<file path="src/rtl/eso_pkg.sv">
package eso_pkg;

	// Object dictionary indices and sub-indices
	localparam logic [15:0] ESO_IDX_STATUS  = 16'h6500;
	localparam logic [15:0] ESO_IDX_STEPS   = 16'h6501;
	localparam logic [15:0] ESO_IDX_TURNS   = 16'h6502;
	localparam logic [15:0] ESO_IDX_ALARMS  = 16'h6504;
	localparam logic [15:0] ESO_IDX_WARNS   = 16'h6506;
	localparam logic [15:0] ESO_IDX_VERSION = 16'h6507;
	localparam logic [15:0] ESO_IDX_HOURS   = 16'h6508;
	localparam logic [15:0] ESO_IDX_ORIGIN  = 16'h6509;
	localparam logic [15:0] ESO_IDX_ZSHIFT  = 16'h650A;
	localparam logic [7:0]  ESO_SUB_0       = 8'h00;
	localparam logic [7:0]  ESO_SUB_1       = 8'h01;

	// Status word bit positions, same as the operating parameter bits except the operational bit
	localparam int ESO_BIT_CODE_SEQ = 0;
	localparam int ESO_BIT_SCALE    = 2;
	localparam int ESO_BIT_LIM_MIN  = 12;
	localparam int ESO_BIT_LIM_MAX  = 13;
	localparam int ESO_BIT_OPER     = 15;

	// Fixed and reset values
	localparam logic [15:0] ESO_ALARMS_VAL  = 16'h0000;
	localparam logic [15:0] ESO_WARNS_VAL   = 16'h0000;
	localparam logic [31:0] ESO_HOURS_VAL   = 32'hFFFF_FFFF;
	localparam logic [31:0] ESO_ORIGIN_RST  = 32'h0000_0000;
	localparam logic [31:0] ESO_ZSHIFT_VAL  = 32'h0000_0000;
	localparam logic [15:0] ESO_STATUS_RST  = 16'h0000;
	localparam logic [31:0] ESO_ZERO32      = 32'h0000_0000;
	localparam logic [31:0] ESO_ONE32       = 32'h0000_0001;
	// Arbitrary version code
	localparam logic [31:0] ESO_VERSION_VAL = 32'h0000_0001;

	// Native sensor geometry
	localparam int          ESO_STEP_BITS    = 13;
	localparam logic [31:0] ESO_NATIVE_STEPS = 32'h0000_2000;
	localparam logic [15:0] ESO_NATIVE_TURNS = 16'h1000;
	localparam logic [31:0] ESO_NATIVE_TOTAL = 32'h0200_0000;

	// Network operating state
	typedef enum logic [1:0] {
		ESO_NMT_STOPPED = 2'b00,
		ESO_NMT_PREOP   = 2'b01,
		ESO_NMT_OPER    = 2'b10
	} eso_nmt_e;

endpackage

</file>
<file path="src/rtl/eso_cmp.sv">
`timescale 1ns/1ps
`default_nettype none
module eso_cmp import eso_pkg::*; (
	// Clock and reset
	input  wire logic        clock,
	input  wire logic        rstn,
	// Position to judge
	input  wire logic [31:0] pos,
	input  wire logic        pos_valid,
	// Thresholds and enables
	input  wire logic        en_min,
	input  wire logic        en_max,
	input  wire logic [31:0] lim_min,
	input  wire logic [31:0] lim_max,
	// Flags
	output logic             below_min,
	output logic             above_max
);
	typedef struct packed {
		logic lo;
		logic hi;
	} eso_cmp_s;

	eso_cmp_s st_r;
	eso_cmp_s st_nxt;

	// Judged on every update; a disabled check reads clear after the next clock edge
	always_comb begin
		st_nxt = st_r;
		if (pos_valid) begin
			st_nxt.lo = pos < lim_min;
			st_nxt.hi = pos > lim_max;
		end
		if (!en_min) begin
			st_nxt.lo = 1'b0;
		end
		if (!en_max) begin
			st_nxt.hi = 1'b0;
		end
	end

	always_ff @(posedge clock or negedge rstn) begin
		if (!rstn) begin
			st_r <= '0;
		end else begin
			st_r <= st_nxt;
		end
	end

	assign below_min = st_r.lo;
	assign above_max = st_r.hi;

endmodule // eso_cmp
`default_nettype wire

</file>
<file path="src/rtl/eso_scale.sv">
`timescale 1ns/1ps
`default_nettype none
module eso_scale import eso_pkg::*; (
	// Clock and reset
	input  wire logic        clock,
	input  wire logic        rstn,
	// Raw sensor sample
	input  wire logic [31:0] pos_raw,
	input  wire logic        pos_strobe,
	// Setup
	input  wire logic        scale_en,
	input  wire logic        ccw,
	input  wire logic [31:0] cust_steps,
	input  wire logic [31:0] cust_total,
	// Measured position
	output logic      [31:0] meas_pos,
	output logic             meas_valid
);
	typedef struct packed {
		logic [31:0] pos;
		logic        vld;
	} eso_scale_s;

	eso_scale_s st_r;
	eso_scale_s st_nxt;

	function automatic logic [63:0] eso_mul(input logic [31:0] a, input logic [31:0] b);
		eso_mul = 64'(a) * 64'(b);
	endfunction

	// Native or scaled count, then direction fold
	always_comb begin
		logic [31:0] turn;
		logic [31:0] step;
		logic [63:0] whole;
		logic [63:0] frac;
		logic [31:0] p;
		logic [31:0] range;
		turn  = pos_raw >> ESO_STEP_BITS;
		step  = pos_raw & (ESO_NATIVE_STEPS - ESO_ONE32);
		whole = eso_mul(turn, cust_steps);
		frac  = eso_mul(step, cust_steps);
		p     = pos_raw;
		range = ESO_NATIVE_TOTAL;
		if (scale_en) begin
			p     = whole[31:0] + frac[ESO_STEP_BITS +: 32];
			range = cust_total;
		end
		// Counting down from the top keeps the code span unchanged
		if (ccw) begin
			p = range - ESO_ONE32 - p;
		end
		st_nxt     = st_r;
		st_nxt.vld = pos_strobe;
		if (pos_strobe) begin
			st_nxt.pos = p;
		end
	end

	always_ff @(posedge clock or negedge rstn) begin
		if (!rstn) begin
			st_r <= '0;
		end else begin
			st_r <= st_nxt;
		end
	end

	assign meas_pos   = st_r.pos;
	assign meas_valid = st_r.vld;
endmodule // eso_scale
`default_nettype wire

</file>
<file path="src/rtl/eso_status.sv">
`timescale 1ns/1ps
`default_nettype none
module eso_status import eso_pkg::*; (
	// Clock and reset
	input  wire logic        clock,
	input  wire logic        rstn,
	// Operating parameters and custom values
	input  wire logic [15:0] op_params,
	input  wire logic [31:0] cust_steps,
	input  wire logic [31:0] cust_total,
	input  wire logic [31:0] preset_value,
	input  wire logic [31:0] lim_min,
	input  wire logic [31:0] lim_max,
	// Events from the object dictionary side
	input  wire logic        preset_trig,
	input  wire logic        restore_defaults,
	input  wire eso_nmt_e    nmt_state,
	// Sensor sample
	input  wire logic [31:0] pos_raw,
	input  wire logic        pos_strobe,
	// Object read port
	input  wire logic        od_rd_req,
	input  wire logic [15:0] od_index,
	input  wire logic [7:0]  od_subidx,
	output logic             od_rd_ack,
	output logic      [31:0] od_rd_data,
	output logic             od_rd_err,
	// Sent position
	output logic      [31:0] tx_pos,
	output logic             tx_pos_valid
);
	typedef struct packed {
		logic [15:0] status;
		logic [31:0] origin;
		logic [31:0] tx;
		logic        tx_vld;
		logic        ack;
		logic        err;
		logic [31:0] data;
	} eso_status_s;

	eso_status_s st_r;
	eso_status_s st_nxt;

	logic [31:0] meas_pos;
	logic        meas_valid;
	logic        below_min;
	logic        above_max;
	logic [31:0] tx_cur;

	// Direction and scaling applied to the raw sample
	eso_scale u_scale (
		.clock      (clock),
		.rstn       (rstn),
		.pos_raw    (pos_raw),
		.pos_strobe (pos_strobe),
		.scale_en   (op_params[ESO_BIT_SCALE]),
		.ccw        (op_params[ESO_BIT_CODE_SEQ]),
		.cust_steps (cust_steps),
		.cust_total (cust_total),
		.meas_pos   (meas_pos),
		.meas_valid (meas_valid)
	);

	// Position sent to the master
	assign tx_cur = meas_pos + preset_value - st_r.origin;

	// Thresholds judge the sent position, as the master sees it
	eso_cmp u_cmp (
		.clock     (clock),
		.rstn      (rstn),
		.pos       (tx_cur),
		.pos_valid (meas_valid),
		.en_min    (op_params[ESO_BIT_LIM_MIN]),
		.en_max    (op_params[ESO_BIT_LIM_MAX]),
		.lim_min   (lim_min),
		.lim_max   (lim_max),
		.below_min (below_min),
		.above_max (above_max)
	);

	// Object lookup: hit flag over the 32-bit value, narrow objects zero-extended
	function automatic logic [32:0] eso_lookup(
		input logic [15:0] idx,
		input logic [7:0]  sub,
		input logic [15:0] status,
		input logic [31:0] origin
	);
		logic [32:0] r;
		r = {1'b0, ESO_ZERO32};
		if (sub == ESO_SUB_0) begin
			case (idx)
				ESO_IDX_STATUS:  r = {1'b1, 16'h0000, status};
				ESO_IDX_STEPS:   r = {1'b1, ESO_NATIVE_STEPS};
				ESO_IDX_TURNS:   r = {1'b1, 16'h0000, ESO_NATIVE_TURNS};
				ESO_IDX_ALARMS:  r = {1'b1, 16'h0000, ESO_ALARMS_VAL};
				ESO_IDX_WARNS:   r = {1'b1, 16'h0000, ESO_WARNS_VAL};
				ESO_IDX_VERSION: r = {1'b1, ESO_VERSION_VAL};
				ESO_IDX_HOURS:   r = {1'b1, ESO_HOURS_VAL};
				ESO_IDX_ORIGIN:  r = {1'b1, origin};
				default:         r = {1'b0, ESO_ZERO32};
			endcase
		end else if (sub == ESO_SUB_1 && idx == ESO_IDX_ZSHIFT) begin
			r = {1'b1, ESO_ZSHIFT_VAL};
		end
		eso_lookup = r;
	endfunction

	// Next state of every register
	always_comb begin
		logic [32:0] hit;
		hit    = eso_lookup(od_index, od_subidx, st_r.status, st_r.origin);
		st_nxt = st_r;

		// Status word rebuilt every cycle; unused bits stay zero
		st_nxt.status                   = ESO_STATUS_RST;
		st_nxt.status[ESO_BIT_CODE_SEQ] = op_params[ESO_BIT_CODE_SEQ];
		st_nxt.status[ESO_BIT_SCALE]    = op_params[ESO_BIT_SCALE];
		st_nxt.status[ESO_BIT_LIM_MIN]  = below_min;
		st_nxt.status[ESO_BIT_LIM_MAX]  = above_max;
		st_nxt.status[ESO_BIT_OPER]     = (nmt_state == ESO_NMT_OPER);

		// Restore beats preset: defaults must leave a clean zero
		if (restore_defaults) begin
			st_nxt.origin = ESO_ORIGIN_RST;
		end else if (preset_trig) begin
			st_nxt.origin = meas_pos;
		end

		// Sent position follows the origin in use this cycle
		st_nxt.tx     = tx_cur;
		st_nxt.tx_vld = meas_valid;

		// One-cycle read answer; unknown objects answer with the error flag
		st_nxt.ack = od_rd_req;
		st_nxt.err = 1'b0;
		if (od_rd_req) begin
			st_nxt.err  = !hit[32];
			st_nxt.data = hit[31:0];
		end
	end

	always_ff @(posedge clock or negedge rstn) begin
		if (!rstn) begin
			st_r        <= '0;
			st_r.status <= ESO_STATUS_RST;
			st_r.origin <= ESO_ORIGIN_RST;
		end else begin
			st_r <= st_nxt;
		end
	end

	// Outputs straight from flops
	assign od_rd_ack    = st_r.ack;
	assign od_rd_data   = st_r.data;
	assign od_rd_err    = st_r.err;
	assign tx_pos       = st_r.tx;
	assign tx_pos_valid = st_r.tx_vld;

	// Helper: the sent position of the previous cycle
	logic [31:0] tx_d1;
	always_ff @(posedge clock or negedge rstn) begin
		if (!rstn) begin
			tx_d1 <= ESO_ZERO32;
		end else begin
			tx_d1 <= tx_cur;
		end
	end
endmodule // eso_status
`default_nettype wire
</file>
<file path="config.mk">
export PLATFORM = sky130hd
export DESIGN_NAME = eso_status
export DESIGN_NICKNAME = d
export VERILOG_FILES = /design/src/rtl/eso_pkg.sv /design/src/rtl/eso_cmp.sv /design/src/rtl/eso_scale.sv /design/src/rtl/eso_status.sv
export SDC_FILE = /design/constraint.sdc
export NUM_CORES = 2
export LEC_CHECK = 0
export BUFFER_PORTS_ARGS = -buffer_cell sky130_fd_sc_hd__buf_2
export CORE_ASPECT_RATIO = 2
export CORE_MARGIN = 10
export CORE_UTILIZATION = 40
export CTS_BUF_LIST = sky130_fd_sc_hd__clkbuf_2 sky130_fd_sc_hd__clkbuf_4 sky130_fd_sc_hd__clkbuf_8
export DETAILED_ROUTE_END_ITERATION = 10
export MAX_ROUTING_LAYER = met4
export RECOVER_POWER = 50
export SETUP_SLACK_MARGIN = 0.2
export SKIP_CTS_REPAIR_TIMING = 1
export SLEW_MARGIN = 20
export SYNTH_ARGS = -nofsm -noshare
export SYNTH_HDL_FRONTEND = slang
export SYNTH_SLANG_ARGS = --single-unit
export TNS_END_PERCENT = 100
</file>
<file path="constraint.sdc">
create_clock -name clock -period 5.3 [get_ports clock]
set_input_delay 0.53 -clock clock [delete_from_list [all_inputs] [get_ports clock]]
set_output_delay 0.53 -clock clock [all_outputs]
set_load 0.05 [all_outputs]
</file>
==> run summary <==
Max Root-Sink Buffers: 3
Startpoint Class: primary input
Core Rows: 160
Setup crit end kind: flop
Area grow syn2layout: 22.2%
Vias in the first global route: 35100
Max Fclk: 0.103 GHz
Die area: 0.109 mm2
Main synth FF type: dfrtp_1
GRT overflow: 0
Min setup slack post-route: -4.38 ns
Req. time, crit path: 5.74 ns
Post-synth ARST share: 1.00
Share of cells above drive strength 1: 0.233
Largest net degree at the start of global routing: 76
Finish-stage setup viols: 34
Mapped Nets: 5747
DR iter-0 viols: 1317
Final hold violations: 0
Die Ht: 458 um
DR vias/cell: 5.02
Drt wl/cell: 18.3 um
Final ANT Viol Nets: 0
H-tree Lvls: 4
Worst skew pair latency: 0.54 ns
Max incr delay on CP: 0.56 ns
CTS tree: yes
First-pass GRT wire length: 182000 um
Post-Syn Area: 0.0383 mm2
Total CTS buffers: 25
FF+latch count, synth: 139
Yosys cell types: 72
DIE WIDTH: 239 um
Via count of the routed design: 32000
Failing checks: capacitance limit, slew limit, setup timing
Crit share post-route: 1.83
Core Region: 0.0951 mm2
WP data arrival: 10.12 ns
Sequential area share after synthesis: 0.0907
Pre-antenna DRT Iters: 5
Max Slew Vio Count: 206
Critical Path Slowest Stage Cell: fa_1
Min-Delay Path Class: primary input to flop
Post-synth EDFFs: 0
Area contributors post-synth: fa_1, ha_1, inv_1
Measured slew at the worst slew-check pin: 4.31 ns
Initial antenna violation count: 8
Avg Synthesized Cell Area: 8.56 um2
WL final: 116000 um
DP Wirelength: 101000 um
Port bufs: 294
Final nets: 6402
Area share of the largest cell type after synthesis: 0.382
Placement Setup Slack: -5.27 ns
Root Driver: clkbuf_8
Leading area contributor after synthesis: fa_1
Count leader, synth: inv_1
Clk_skew: 0.0306 ns
Fillers: 8973
Crit path kind: primary input to flop
Warnings, synthesis: 0
Slew headroom: -1.87
Status: complete, but fails checks
I/O pin total: 307
DR DRC count: 0
Initial Utilization: 0.403
Tmin final: 9.68 ns
Unrepaired setup endpoints after global routing: yes
GRT Overall Usage: 0.216
Critical path peak fanout: 6
Cell mode on critical path: fa_1
RD Place Congestion: 0.929
CTS clock-pin slew for the worst setup and hold paths: 0.09 ns
Clock sink count: 139
Cells after Synth: 4482
Max_cap viols: 4
Commonest cells post-synth: inv_1, fa_1, nand2_1, and2_1, ha_1
[sequential cells by signal (all words and copies together) (netlist names)]
name	count
u_scale.meas_valid	1
od_rd_ack	1
tx_pos_valid	1
st_r	37
u_cmp.below_min	1
od_rd_data	32
u_scale.meas_pos	32
tx_pos	32
od_rd_err	1
u_cmp.above_max	1
[metal layers]
layer	GRT usage	routed length, um	share of wire	vias up
li1	-	-	-	14800
met1	0.219	41900	0.36	16000
met2	0.418	64300	0.55	862
met3	0.0210	5240	0.045	263
met4	0.0773	4800	0.041	0
met5	-	0	0	-
[placed cells by master (no fill, tap or decap), types with 9 or more instances in the layout]
master and instances:
inv_1 953, fa_1 724, nand2_1 644, buf_4 594, and2_1 309, buf_2 271
ha_1 260, nor2_1 140, dfrtp_1 139, a21oi_1 129, xnor2_1 90, mux2i_1 60
a21o_1 58, o21ai_0 51, xor2_1 43, a21oi_2 40, buf_6 38, o22ai_1 32
o21a_1 31, clkbuf_8 31, o21ai_1 29, nor2b_1 26, nand3_1 26, nand4_1 25
nand2b_1 25, ha_4 25, nor3_1 20, xnor2_2 20, and2_4 19, o21ai_2 16
and3_1 13, o211ai_1 12, or3_1 11, inv_2 9
[path summary, 6_finish.rpt]
path | from | to | slack, ns | depth (start not counted)
setup reg to reg | st_r[68] | u_cmp.above_max | -0.43 | 29
hold reg to reg | u_cmp.below_min | st_r[111] | 0.45 | 0
max in group asynchronous | rstn | st_r[101] | 1.36 | 1
setup / recovery | cust_steps[5] | u_scale.meas_pos[24] | -4.38 | 49
hold / removal | nmt_state[0] | st_r[114] | 0.13 | 2
min in group asynchronous | rstn | st_r[67] | 1.52 | 1
[critical path, delay by kind of cell]
kind	cells	cell delay, ns
fa+ha+maj	9	3.60
compound gates	16	2.67
simple gates	13	2.00
buf+inv	9	0.88
mux	1	0.27
xor+xnor	1	0.13
[final cells by class]
cell class | count | area, um2 | area share
multi-input combinational | 3090 | 31300 | 0.668
timing repair buffer | 918 | 6440 | 0.137
inverter | 963 | 3620 | 0.0772
clock buffer | 31 | 427 | 0.00911
tap | 1215 | 1520 | 0.0324
clock inverter | 2 | 37.5 | 0.000801
sequential | 139 | 3480 | 0.0742
antenna | 8 | 20.0 | 0.000427
[metrics by stage]
step                hold slack, ns  cells  cell area [um2]  setup TNS (ns)  utilization
finish                       0.132   6366            46900         -104.07        0.493
CTS                         0.0418   6317            45300         -107.69        0.476
global route                 0.137   6365            46800         -116.22        0.493
global placement             0.413   6284            44800         -121.30        0.471
floorplan                    0.234   4482            38800          -92.95            -
detailed placement           0.409   6284            44800         -126.11        0.471
[cell families after synthesis]
kind of cell	count (synthesis)	synth area share
xor gates and xnor gates	160	0.0373
and+or+nand+nor	1326	0.163
buffers and inverters	1253	0.129
DFF	139	0.0907
adders and majority gates	1026	0.478
AOI/OAI and AO/OA	512	0.0843
muxes	66	0.0174
Power is not shown: default switching activity piles up to over one toggle a cycle in this logic, so the estimate is an artifact.
